## src/shared/vcarb_defines.svh

```systemverilog
// register offsets, field positions, reset values and timing counts for the vc0 arbitration table
// Summary of operation
// [RULE1] table write sets the coherency status bit
// [RULE2] coherency bit stays set until load completes
// [RULE3] downstream ports always read coherency as zero
// [RULE4] coherency only meaningful when scheme uses table
// [RULE5] status bit 1 shows flow control init pending
// [RULE6] sixteen 4-bit slots, ascending nibbles, two words
// [RULE7] 0 upstream, 2..5 ports, 6..f reserved
// [RULE8] invalid slot skipped with no time spent
// [RULE9] software avoids reserved or egress port codes
// [RULE10] reset slots cycle 1..7 across both words
// [RULE11] load request write-one acts, reads zero, upstream only
// [RULE12] slots stepped ascending, one per period, wrapping
`ifndef VCARB_DEFINES_SVH
`define VCARB_DEFINES_SVH
`define VCARB_OFF_STATUS     12'h218
`define VCARB_OFF_TBL0       12'h220
`define VCARB_OFF_TBL1       12'h224
`define VCARB_OFF_CTRL       12'h214
`define VCARB_BIT_COHERENCY  0
`define VCARB_BIT_FC_PEND    1
`define VCARB_BIT_LOAD_REQ   16
`define VCARB_RST_TBL0       32'h17654321
`define VCARB_RST_TBL1       32'h21765432
`define VCARB_RST_STATUS     32'h00000000
`define VCARB_LOAD_CYCLES    4'h8
`define VCARB_PERIOD_CYCLES  8'h04
`define VCARB_PORT_UP        4'h0
`define VCARB_PORT_MAX       4'h5
`define VCARB_PORT_SKIP      4'h1
`endif

```

## src/shared/vcarb_pkg.sv

```systemverilog
// types shared by the vc0 arbitration table logic
package vcarb_pkg;
  typedef logic [3:0] vcarb_port_t;               // one phase slot
  typedef struct packed {
    logic        valid;                           // slot names a real ingress port
    vcarb_port_t port;                            // granted port id
    logic [3:0]  slot;                            // slot index that granted
  } vcarb_grant_t;
  typedef enum logic [1:0] {
    VCARB_IDLE,
    VCARB_LOAD
  } vcarb_load_state_t;
endpackage : vcarb_pkg

```

## src/logic/vcarb_slot_scan.sv

```systemverilog
// slot stepper: walks the latched table and skips invalid slots in the same cycle
`timescale 1ns/1ns
`include "vcarb_defines.svh"
module vcarb_slot_scan
  import vcarb_pkg::*;
#(
  parameter int unsigned SLOTS = 16                 // phase slots in the table
) (
  input  wire logic                 ref_clk_in,     // core clock
  input  wire logic                 rstn_in,        // async reset, active low
  input  wire logic                 step_in,        // one-cycle arbitration period pulse
  input  wire logic [SLOTS*4-1:0]   table_in,       // latched slots, slot 0 in low nibble
  input  wire logic [3:0]           egress_in,      // own egress port id
  output vcarb_grant_t              grant_out       // registered grant
);
  logic [3:0]      ptr_q;                           // next slot to look at
  logic [SLOTS-1:0] ok;                             // per-slot validity
  logic [3:0]      pick;                            // first valid slot from ptr_q
  logic            found;                           // any valid slot at all

  // a slot is valid when it names an existing port other than ourselves
  always_comb begin
    for (int i = 0; i < SLOTS; i++) begin
      ok[i] = ((table_in[i*4 +: 4] == `VCARB_PORT_UP) ||
               ((table_in[i*4 +: 4] > `VCARB_PORT_SKIP) && (table_in[i*4 +: 4] <= `VCARB_PORT_MAX))) &&
              (table_in[i*4 +: 4] != egress_in);  // [RULE7]
    end
  end

  // search forward with wrap, so bad slots cost no period
  always_comb begin
    logic [3:0] idx;
    idx   = 4'h0;
    pick  = ptr_q;
    found = 1'b0;
    for (int k = SLOTS - 1; k >= 0; k--) begin
      idx = ptr_q + k[3:0];                         // wraps naturally at sixteen
      if (ok[idx]) begin
        pick  = idx;                                // [RULE8]
        found = 1'b1;
      end
    end
  end

  // one grant per period, then move past the granted slot
  always_ff @(posedge ref_clk_in or negedge rstn_in) begin
    if (!rstn_in) begin
      ptr_q     <= 4'h0;
      grant_out <= '0;
    end else if (step_in) begin
      grant_out.valid <= found;
      grant_out.port  <= table_in[pick*4 +: 4];
      grant_out.slot  <= pick;
      ptr_q           <= pick + 4'h1;              // [RULE12]
    end
  end

  // granted port must be legal and not the egress port
  property p_grant_legal;
    @(posedge ref_clk_in) disable iff (!rstn_in)
    $rose(step_in) ##1 grant_out.valid |-> (grant_out.port != egress_in) && (grant_out.port <= 4'h5) &&
      (grant_out.port != 4'h1);
  endproperty
  a_grant_legal: assert property (p_grant_legal) else $error("grant to invalid port"); // [RULE8]

  // after granting slot n with valid table the pointer sits at n+1
  property p_ascend;
    @(posedge ref_clk_in) disable iff (!rstn_in)
    step_in |=> ptr_q == grant_out.slot + 4'h1;
  endproperty
  a_ascend: assert property (p_ascend) else $error("slot pointer not ascending"); // [RULE12]
endmodule : vcarb_slot_scan

```

## src/logic/vcarb_top.sv

```systemverilog
// vc0 port arbitration table registers, coherency status and arbiter
//
// The implementer's own choice: the address-and-strobe port.
`timescale 1ns/1ns
`include "vcarb_defines.svh"
module vcarb_top
  import vcarb_pkg::*;
#(
  parameter logic [3:0] LOAD_CYCLES   = `VCARB_LOAD_CYCLES,   // cycles to latch the table
  parameter logic [7:0] PERIOD_CYCLES = `VCARB_PERIOD_CYCLES, // cycles per arbitration period
  parameter logic [3:0] EGRESS_ID     = 4'h0                  // own port id
) (
  input  wire logic        ref_clk_in,        // core clock, 100 mhz
  input  wire logic        rstn_in,           // async reset, active low
  input  wire logic [11:0] addr_in,           // register byte address
  input  wire logic [31:0] wdata_in,          // write data
  input  wire logic        wr_in,             // write strobe
  input  wire logic        rd_in,             // read strobe
  input  wire logic        upstream_in,       // port strap: 1 upstream, 0 downstream
  input  wire logic        table_scheme_in,   // selected scheme uses the table
  input  wire logic        fc_init_busy_in,   // flow control init in progress (async)
  output logic [31:0]      rdata_out,         // read data, cycle after rd_in
  output logic             grant_valid_out,   // grant names a real port
  output logic [3:0]       grant_port_out,    // granted ingress port
  output logic             coherency_out      // raw coherency flag
);
  logic [31:0]       tbl0_q;                  // slots 0..7
  logic [31:0]       tbl1_q;                  // slots 8..15
  logic [63:0]       live_q;                  // table the arbiter actually uses
  logic              coh_q;                   // coherency flag
  vcarb_load_state_t ld_state_q;              // load sequencer
  logic [3:0]        ld_cnt_q;                // load progress
  logic [7:0]        per_cnt_q;               // period divider
  logic              step_q;                  // one-cycle period pulse
  logic              fc_s1_q;                 // sync stage one
  logic              fc_s2_q;                 // sync stage two
  logic              up_s1_q;                 // strap sync stage one
  logic              up_q;                    // strap sync stage two
  vcarb_grant_t      grant;                   // from the scanner
  logic              tbl_wr;                  // any table word written
  logic              load_wr;                 // load request written with one
  logic              ld_done;                 // last latch cycle

  assign tbl_wr  = wr_in && ((addr_in == `VCARB_OFF_TBL0) || (addr_in == `VCARB_OFF_TBL1));
  assign load_wr = wr_in && (addr_in == `VCARB_OFF_CTRL) && wdata_in[`VCARB_BIT_LOAD_REQ] && up_q; // [RULE11]
  assign ld_done = (ld_state_q == VCARB_LOAD) && (ld_cnt_q == LOAD_CYCLES - 4'h1);

  // strap is a pin, so two stages before use; scheme select is same-clock logic and used as is
  always_ff @(posedge ref_clk_in or negedge rstn_in) begin
    if (!rstn_in) begin
      up_s1_q <= 1'b0;
      up_q    <= 1'b0;
    end else begin
      up_s1_q <= upstream_in;
      up_q    <= up_s1_q;
    end
  end

  // flow control busy arrives from another domain
  always_ff @(posedge ref_clk_in or negedge rstn_in) begin
    if (!rstn_in) begin
      fc_s1_q <= 1'b0;
      fc_s2_q <= 1'b0;
    end else begin
      fc_s1_q <= fc_init_busy_in;
      fc_s2_q <= fc_s1_q;
    end
  end

  // table words, defaults cycle 1..7 across both words
  always_ff @(posedge ref_clk_in or negedge rstn_in) begin
    if (!rstn_in) begin
      tbl0_q <= `VCARB_RST_TBL0;                // [RULE10]
      tbl1_q <= `VCARB_RST_TBL1;                // [RULE10]
    end else if (wr_in) begin
      if (addr_in == `VCARB_OFF_TBL0) begin
        tbl0_q <= wdata_in;                     // [RULE6]
      end
      if (addr_in == `VCARB_OFF_TBL1) begin
        tbl1_q <= wdata_in;                     // [RULE6]
      end
    end
  end

  // load sequencer copies the table after a fixed latch time
  always_ff @(posedge ref_clk_in or negedge rstn_in) begin
    if (!rstn_in) begin
      ld_state_q <= VCARB_IDLE;
      ld_cnt_q   <= 4'h0;
      live_q     <= {`VCARB_RST_TBL1, `VCARB_RST_TBL0};
    end else begin
      case (ld_state_q)
        VCARB_IDLE: begin
          ld_cnt_q <= 4'h0;
          if (load_wr) begin
            ld_state_q <= VCARB_LOAD;           // [RULE11]
          end
        end
        VCARB_LOAD: begin
          ld_cnt_q <= ld_cnt_q + 4'h1;
          if (ld_done) begin
            live_q     <= {tbl1_q, tbl0_q};     // [RULE11]
            ld_state_q <= VCARB_IDLE;
          end
        end
        default: begin
          ld_state_q <= VCARB_IDLE;
        end
      endcase
    end
  end

  // coherency: a table write wins over load completion in the same cycle
  always_ff @(posedge ref_clk_in or negedge rstn_in) begin
    if (!rstn_in) begin
      coh_q <= 1'b0;
    end else if (tbl_wr) begin
      coh_q <= 1'b1;                            // [RULE1]
    end else if (ld_done) begin
      coh_q <= 1'b0;                            // [RULE2]
    end
  end

  // period divider gives the scanner one step per period
  always_ff @(posedge ref_clk_in or negedge rstn_in) begin
    if (!rstn_in) begin
      per_cnt_q <= 8'h00;
      step_q    <= 1'b0;
    end else begin
      step_q <= (per_cnt_q == PERIOD_CYCLES - 8'h01);
      if (per_cnt_q == PERIOD_CYCLES - 8'h01) begin
        per_cnt_q <= 8'h00;
      end else begin
        per_cnt_q <= per_cnt_q + 8'h01;
      end
    end
  end

  vcarb_slot_scan #(
    .SLOTS(16)
  ) u_scan (
    .ref_clk_in(ref_clk_in),
    .rstn_in   (rstn_in),
    .step_in   (step_q),
    .table_in  (live_q),
    .egress_in (EGRESS_ID),
    .grant_out (grant)
  );

  // read mux, answer one cycle after the strobe; unmapped reads zero
  always_ff @(posedge ref_clk_in or negedge rstn_in) begin
    if (!rstn_in) begin
      rdata_out <= `VCARB_RST_STATUS;
    end else if (rd_in) begin
      case (addr_in)
        `VCARB_OFF_STATUS: begin
          rdata_out <= 32'h00000000;
          // meaningful only with a table scheme; downstream forced zero
          rdata_out[`VCARB_BIT_COHERENCY] <= coh_q && up_q && table_scheme_in; // [RULE3] [RULE4]
          rdata_out[`VCARB_BIT_FC_PEND]   <= fc_s2_q;                    // [RULE5]
        end
        `VCARB_OFF_TBL0: rdata_out <= tbl0_q;
        `VCARB_OFF_TBL1: rdata_out <= tbl1_q;
        `VCARB_OFF_CTRL: rdata_out <= 32'h00000000; // [RULE11]
        default:         rdata_out <= 32'h00000000;
      endcase
    end else begin
      rdata_out <= 32'h00000000;
    end
  end

  // outputs straight from flops
  always_ff @(posedge ref_clk_in or negedge rstn_in) begin
    if (!rstn_in) begin
      grant_valid_out <= 1'b0;
      grant_port_out  <= 4'h0;
      coherency_out   <= 1'b0;
    end else begin
      grant_valid_out <= grant.valid;
      grant_port_out  <= grant.port;
      coherency_out   <= coh_q;
    end
  end

  // table write raises the flag next cycle
  property p_coh_set;
    @(posedge ref_clk_in) disable iff (!rstn_in)
    tbl_wr |=> coh_q;
  endproperty
  a_coh_set: assert property (p_coh_set) else $error("coherency not set on write"); // [RULE1]

  // flag holds while a load is still running and nothing else clears it
  property p_coh_hold;
    @(posedge ref_clk_in) disable iff (!rstn_in)
    coh_q && !ld_done |=> coh_q;
  endproperty
  a_coh_hold: assert property (p_coh_hold) else $error("coherency dropped early"); // [RULE2]

  // load ends within 16 cycles of a request made while idle
  property p_load_done;
    @(posedge ref_clk_in) disable iff (!rstn_in)
    load_wr && ld_state_q == VCARB_IDLE |-> ##[1:16] ld_done;
  endproperty
  a_load_done: assert property (p_load_done) else $error("load never completed"); // [RULE11]

  // downstream status read shows coherency zero
  property p_down_zero;
    @(posedge ref_clk_in) disable iff (!rstn_in)
    rd_in && addr_in == `VCARB_OFF_STATUS && !up_q |=> !rdata_out[0];
  endproperty
  a_down_zero: assert property (p_down_zero) else $error("downstream coherency nonzero"); // [RULE3]

  // fc pending bit follows the synchronised input
  property p_fc;
    @(posedge ref_clk_in) disable iff (!rstn_in)
    rd_in && addr_in == `VCARB_OFF_STATUS |=> rdata_out[1] == $past(fc_s2_q);
  endproperty
  a_fc: assert property (p_fc) else $error("fc pending bit wrong"); // [RULE5]

  // control register reads zero
  property p_ctrl_zero;
    @(posedge ref_clk_in) disable iff (!rstn_in)
    rd_in && addr_in == `VCARB_OFF_CTRL |=> rdata_out == 32'h00000000;
  endproperty
  a_ctrl_zero: assert property (p_ctrl_zero) else $error("control read nonzero"); // [RULE11]

  // downstream load request is ignored
  property p_load_up_only;
    @(posedge ref_clk_in) disable iff (!rstn_in)
    wr_in && addr_in == `VCARB_OFF_CTRL && !up_q && ld_state_q == VCARB_IDLE |=> ld_state_q == VCARB_IDLE;
  endproperty
  a_load_up_only: assert property (p_load_up_only) else $error("downstream load acted"); // [RULE11]

  // table word 0 reads back what was written
  property p_tbl_rw;
    @(posedge ref_clk_in) disable iff (!rstn_in)
    wr_in && addr_in == `VCARB_OFF_TBL0 ##1 rd_in && addr_in == `VCARB_OFF_TBL0 && !wr_in
      |=> rdata_out == $past(wdata_in, 2);
  endproperty
  a_tbl_rw: assert property (p_tbl_rw) else $error("table readback mismatch"); // [RULE6]

  // load completion clears the flag unless a write lands in the same cycle
  property p_coh_clear;
    @(posedge ref_clk_in) disable iff (!rstn_in)
    ld_done && !tbl_wr |=> !coh_q;
  endproperty
  a_coh_clear: assert property (p_coh_clear) else $error("coherency not cleared by load"); // [RULE2]

  // completion copies both stored words into the live table
  property p_load_copy;
    @(posedge ref_clk_in) disable iff (!rstn_in)
    ld_done |=> (live_q[31:0] == $past(tbl0_q)) && (live_q[63:32] == $past(tbl1_q));
  endproperty
  a_load_copy: assert property (p_load_copy) else $error("live table not latched"); // [RULE11]

  // the live table changes only at load completion
  property p_live_hold;
    @(posedge ref_clk_in) disable iff (!rstn_in)
    !ld_done |=> $stable(live_q);
  endproperty
  a_live_hold: assert property (p_live_hold) else $error("live table changed without load"); // [RULE11]

  // a second request while loading neither restarts nor ends the load
  property p_load_busy;
    @(posedge ref_clk_in) disable iff (!rstn_in)
    load_wr && ld_state_q == VCARB_LOAD && !ld_done |=> ld_state_q == VCARB_LOAD;
  endproperty
  a_load_busy: assert property (p_load_busy) else $error("load disturbed by request"); // [RULE11]

  // scheme without table reads coherency as zero
  property p_status_gate;
    @(posedge ref_clk_in) disable iff (!rstn_in)
    rd_in && addr_in == `VCARB_OFF_STATUS && !table_scheme_in |=> !rdata_out[0];
  endproperty
  a_status_gate: assert property (p_status_gate) else $error("coherency shown without table"); // [RULE4]

  // upstream with table scheme shows a pending flag
  property p_status_hi;
    @(posedge ref_clk_in) disable iff (!rstn_in)
    rd_in && addr_in == `VCARB_OFF_STATUS && coh_q && up_q && table_scheme_in |=> rdata_out[0];
  endproperty
  a_status_hi: assert property (p_status_hi) else $error("coherency flag hidden"); // [RULE1]

  // status bits above the two flags stay zero
  property p_status_rsvd;
    @(posedge ref_clk_in) disable iff (!rstn_in)
    rd_in && addr_in == `VCARB_OFF_STATUS |=> rdata_out[31:2] == 30'h0;
  endproperty
  a_status_rsvd: assert property (p_status_rsvd) else $error("status upper bits nonzero"); // [RULE5]

  // table words change only on a table write
  property p_tbl_keep;
    @(posedge ref_clk_in) disable iff (!rstn_in)
    !tbl_wr |=> $stable(tbl0_q) && $stable(tbl1_q);
  endproperty
  a_tbl_keep: assert property (p_tbl_keep) else $error("table changed without write"); // [RULE6]

  // period pulse is one cycle wide, so one slot per period
  property p_step_once;
    @(posedge ref_clk_in) disable iff (!rstn_in)
    step_q |=> !step_q;
  endproperty
  a_step_once: assert property (p_step_once) else $error("period pulse too long"); // [RULE12]

  // the grant moves only on a period pulse
  property p_grant_hold;
    @(posedge ref_clk_in) disable iff (!rstn_in)
    !step_q |=> $stable(grant);
  endproperty
  a_grant_hold: assert property (p_grant_hold) else $error("grant moved between periods"); // [RULE12]
endmodule : vcarb_top

```

## config.mk

```make
export PLATFORM = sky130hd
export DESIGN_NAME = vcarb_top
export DESIGN_NICKNAME = d
export VERILOG_FILES = /design/src/shared/vcarb_pkg.sv /design/src/logic/vcarb_slot_scan.sv /design/src/logic/vcarb_top.sv
export VERILOG_INCLUDE_DIRS = /design/src /design/src/shared
export SDC_FILE = /design/constraint.sdc
export NUM_CORES = 1
export LEC_CHECK = 0
export BUFFER_PORTS_ARGS = -buffer_cell sky130_fd_sc_hd__clkbuf_2
export CAP_MARGIN = 20
export CORE_ASPECT_RATIO = 0.5
export CORE_MARGIN = 5
export CORE_UTILIZATION = 30
export DETAILED_ROUTE_END_ITERATION = 16
export MAX_ROUTING_LAYER = met4
export PLACE_DENSITY = 0.44
export SYNTH_ARGS = -nofsm -noshare
export SYNTH_HDL_FRONTEND = slang
export SYNTH_SLANG_ARGS = --single-unit
```

## constraint.sdc

```tcl
create_clock -name ref_clk_in -period 5.2 [get_ports ref_clk_in]
set_clock_uncertainty 0.1 [all_clocks]
set_input_delay 0.78 -clock ref_clk_in [delete_from_list [all_inputs] [get_ports ref_clk_in]]
set_output_delay 0.78 -clock ref_clk_in [all_outputs]
set_load 0.1 [all_outputs]
```

After elaboration in Yosys (flattened, before gate mapping)
Index checks and enable logic that the tools add are counted.

operators by class
  order comparisons = 48
  multiplexer cells = 73
  reduce and logical (&&, ||, !) cells = 95
  equal/unequal tests = 9
  add/sub/neg operators = 18
  shift-type cells = 1

operator list
  operator                number
  $pmux W32 S3            1
  $lt A4 B5 Y1 const B    16
  $bmux W1 S4             16
  $gt A4 B1 Y1 const B    16
  $le A4 B3 Y1 const B    16
  $logic_not A4 Y1        16
  $mux W4                 16
  $reduce_bool A4 Y1      16
  $shiftx A64 B7 Y4       1
  $eq A12 B10 Y1 const B  4
  $logic_and A1 B1 Y1     39
  $mux W1                 34
  $add A4 B4 Y4 const B   8
  $mux W32                1
  $logic_or A1 B1 Y1      17
  $add A4 B3 Y4 const B   4
  $add A4 B1 Y4 const B   3
  $add A4 B2 Y4 const B   2
  $add A8 B1 Y8 const B   1
  $eq A8 B2 Y1 const B    1
  $mux W8                 1
  $pmux W4 S2             1
  $reduce_and A2 Y1       4
  $eq A4 B3 Y1 const B    1
  other kinds (6)         9

word-level totals
  output and inout bits = 38
  input bits = 51
  bits in registers = 195
  logic and storage cells = 263

Logic depth before layout (Yosys ltp)
  depth after elaboration = 23
  gate-level depth with buffers = 22
  mapped depth without buffers = 16

Cells and area by module
From an unflattened synthesis, not the netlist that was laid out.

unflattened totals
  cell total of the unflattened synthesis = 1094
  area, all modules = 12075.3 µm²

by module, submodules not included
  module           times used  area each (µm²)  cells an instance  sequential area each (µm²)
  vcarb_top        1           7191.9           449                4694.5
  vcarb_slot_scan  1           4883.4           645                325.3

Least setup slack after synthesis
No wires, ideal clock.

  path type = register -> register
  from = register u_scan.ptr_q[0]
  to = register u_scan.grant_out[7] in the netlist's numbering
  arrival time = 5.294 ns
  path buffers = 6
  required time = 4.975 ns
  cell stages (with the launch flop) = 20
  period minus slack after synthesis = 5.519 ns
  library setup time = 0.125 ns
  setup slack = -0.319 ns
  cells stage by stage = dfrtp_1 inv_1 buf_1 buf_1 ha_1 buf_2 clkbuf_1 buf_1 mux4_2 a32o_1 a221o_1 or3_1 or4b_4 o2111ai_4 buf_4 mux2i_1 mux2i_1 a32oi_1 nand2_1 mux2_2

on the way
  cells in the longest elaborated chain, start to end = 20
  elaborated cells on any way between the ends = 64
  classes of those cells = add/sub (15); shift (1); mux (48)

ends and longest elaborated chain
  item                           line                   text
  start, declared                vcarb_slot_scan.sv:16  logic [3:0] ptr_q;
  start signal, assigned         vcarb_slot_scan.sv:54  ptr_q <= pick + 4'h1;
  $add A4 B4 Y4                  vcarb_slot_scan.sv:37  idx = ptr_q + k[3:0];
  $bmux W1 S4                    vcarb_slot_scan.sv:38  if (ok[idx]) begin
  $mux W1 (not written as such)  vcarb_slot_scan.sv:38
  $mux W4 (15 in a row)          vcarb_slot_scan.sv:38
  $mux W4 *                      vcarb_slot_scan.sv:38
  $shiftx A64 B7 Y4 *            vcarb_slot_scan.sv:52  grant_out.port <= table_in[pick*4 +: 4];
  end, declared                  vcarb_slot_scan.sv:14  output vcarb_grant_t grant_out

Mark *: on every way between the ends. The rest lies on a longest branch, timed or not. The select of a mux whose other input is x is not followed.
A chain may end at the register's enable or synchronous reset.

Final worst setup path
  from = register u_scan.ptr_q[0]
  to = register u_scan.grant_out[6] in the netlist's numbering

The elaborated chain is that of the path after synthesis.

==> qor.csv <==
stage;metric;value;unit
timing;fin crit period;4.92;ns
yosys;cell accounting for the most synthesized area;dfrtp_1;
die;Die Width;283;um
finish;number of fill cells;3748;
global_routing;vias in the first global route;9490;
critical_path;worst reg-to-reg setup slack;0.28;ns
timing;Rel. slew slack;0.395;
detailed_routing;initial DRC count;655;
clock_tree;CTS hold repair buffers;0;
timing;final setup vio count;0;
critical_path;Worst path max stage delay;0.65;ns
detailed_routing;Vias/cell;5.30;
clock_tree;PostCTS Resize Cnt;0;
clock_tree;Post-CTS Setup Repair Bufs;0;
detailed_routing;WL per Instance;21.6;um
critical_path;Req. time, crit path;5.41;ns
detailed_routing;Pre-antenna DRT Iters;5;
clock_tree;worst skew pair latency;0.45;ns
timing;Slew Viols, Final;0;
critical_path;crit path kind;flop to flop;
critical_path;crit path max fanout;26;
global_routing;largest net degree at the start of global routing;112;
yosys;YS warnings;0;
power;Power Density;225;nW/um^2
finish;final std cells w/o fill;1724;
global_routing;total gr overflow;0;
detailed_routing;final wirelength;37200;um
die;Std-Cell Rows;49;
timing;Final period util;0.947;
critical_path;family with the most delay on the worst path;compound AO/OA/AOI/OAI gates;
finish;# nets final;1287;
detailed_routing;Vias;9136;
placement;Setup Slack @ Placement;0.216;ns
critical_path;critical path, cell by cell;ha_1, xor2_1, mux4_2, a32o_1, a221o_1, or3_1, or4b_4, o2111ai_4, buf_12, inv_1, buf_4, nand2_1, nand3_1, a32oi_1, a31oi_1;
flow_run;max-cap violation count;0;
clock_tree;CTS Root Cell;clkbuf_16;
critical_path;Arr. time, crit path;5.14;ns
placement;Final HPWL DP;28000;um
global_routing;initial antenna violation count;1;
finish;P&R area growth vs syn;16.6;%
yosys;main flop type after synthesis;dfrtp_1;
yosys;flops & latches, synth;194;
yosys;dominant cells by area after synthesis;dfrtp_1 (32%), dfstp_2 (12%), mux2_2 (8.9%);
yosys;most instantiated cells after synthesis;nand2_1 (237), dfrtp_1 (142), nor2_1 (106), mux2_2 (88), mux2i_1 (59);
yosys;Synth async-reset ratio;1.00;
placement;IO Port Bufs;88;
clock_tree;clock-pin transition on the worst setup and hold timing paths;0.07;ns
yosys;most frequent cell after synthesis;nand2_1;
clock_tree;total CTS buffers;17;
finish;share of cells above drive strength 1;0.286;
clock_tree;htree depth;4;
yosys;synthesized cell area;11100;um^2
die;DIE AREA;41300;um^2
die;core box area;36300;um^2
timing;worst slew pin tran;0.907;ns
yosys;sequential fraction of the synthesis area;0.442;
finish;final instance area;13000;um^2
timing;RSZ-0062 raised after global routing;no;
yosys;Synth cell types;66;
yosys;Synth Net Count;1188;
placement;GP Congestion;0.927;
placement;dpl cells;1691;
timing;Fin. Hold Viols;0;
global_routing;global-route wire length before repair;57800;um
run_status;outcome;complete, no violations;
critical_path;CP bufs+invs;3;
die;I/O pins;89;
critical_path;Critical Path Slowest Stage Cell;mux4_2;
detailed_routing;residual DRC count;0;
timing;setup_tns;0;ns
detailed_routing;antenna-violating nets left;0;
clock_tree;Clock Sinks;194;
hold_path;Hold WC Path Type;flop to flop;
power;Leakage;6.13;nW
critical_path;startpoint type of the worst setup path;flop;
global_routing;Total GRT Usage;0.187;
yosys;Post-Syn Area per Cell;9.89;um^2
power;VDD IR max;0.188;mV
yosys;area share of the largest cell type after synthesis;0.319;
clock_tree;TritonCTS clock tree;done;
yosys;Synth Instances;1127;
critical_path;type of destination of the critical path;flop;
yosys;EDFF count, synth;0;
die;Initial Utilization;0.307;
placement;Placed Area;12400;um^2
timing;Peak Freq;0.203;GHz
timing;final worst setup slack;0.275;ns
die;die height;146;um
power;total power;2.93;mW
clock_tree;Max Root-Sink Buffers;2;
-- cells by family (layout without fill, tap and decap cells) --
| family | Yosys count | after routing | synth area share |
|---|---|---|---|
| multiplexers | 172 | 172 | 0.192 |
| other | 0 | 1 | 0 |
| AO/OA/AOI/OAI | 159 | 159 | 0.104 |
| adder cells (fa/ha/maj) | 10 | 10 | 0.0112 |
| buffers and inverters | 80 | 192 | 0.0290 |
| flip-flops | 194 | 194 | 0.442 |
| AND/OR/NAND/NOR | 461 | 461 | 0.181 |
| XOR/XNOR | 51 | 51 | 0.0401 |
-- layer usage --
metal	track usage	wire length [um]	part of all wire
met5	-	0	0
met4	0.0564	758	0.020
met3	0.0260	1420	0.038
met2	0.281	16700	0.45
met1	0.263	18400	0.49
-- power breakdown --
group          leakage (nW)  switching (mW)  internal, mW
clock network         0.283           0.633         0.706
logic                  3.35          0.0499        0.0240
registers              2.50         0.00232          1.51
-- layout make-up --
type | instances | area (um^2) | share of cell area
multi-input cells | 853 | 5920 | 0.455
clock inverters | 12 | 143 | 0.0110
diodes | 1 | 2.50 | 0.000193
inverters | 19 | 71.3 | 0.00549
flip-flops and latches | 194 | 4920 | 0.379
repair buffers | 141 | 880 | 0.0677
well taps | 484 | 606 | 0.0466
clock buffers | 20 | 457 | 0.0351
-- placed cells by master (no fill, tap or decap), drive strengths merged, types with 6 or more instances in the layout --
master,synthesis,final
a311oi,7,7
mux4,25,25
xor2,23,23
inv,19,24
buf,28,53
dfrtp,142,142
nor2,106,106
a221oi,6,6
or3,11,11
clkbuf,33,108
nand2b,7,7
a31oi,14,14
ha,10,10
or2,7,7
mux2,88,88
nand3,25,25
dfstp,52,52
and3,8,8
a22oi,9,9
a32oi,21,21
nand2,237,237
nor2b,14,14
o21ai,26,26
mux2i,59,59
and2,13,13
xnor2,28,28
a22o,8,8
nor3,14,14
a21oi,18,18
o22ai,8,8
a211oi,6,6
o211ai,6,6
-- metrics by stage --
stage               hold WS [ns]   util
finish                     0.251  0.358
floorplan                  0.231      -
CTS                        0.252  0.358
global placement           0.233  0.340
global route               0.259  0.358
detailed placement         0.235  0.341
-- registers in the layout, summed over array words and instances, names as in the netlist, 4 cells and up --
register          count
live_q               64
rdata_out            32
tbl0_q               32
tbl1_q               32
per_cnt_q             8
u_scan.grant_out      5
grant_port_out        4
ld_cnt_q              4
u_scan.ptr_q          4
-- worst paths after layout --
check | startpoint | cells after the start | end
max | u_scan.ptr_q[0] | 15 | u_scan.grant_out[6]
min | fc_s1_q | 0 | fc_s2_q
max reg2reg | u_scan.ptr_q[0] | 15 | u_scan.grant_out[6]
min reg2reg | fc_s1_q | 0 | fc_s2_q
max in group asynchronous | rstn_in | 2 | u_scan.ptr_q[2]
min in group asynchronous | rstn_in | 1 | rdata_out[12]
No activity file was read; power rests on OpenSTA's default activity.
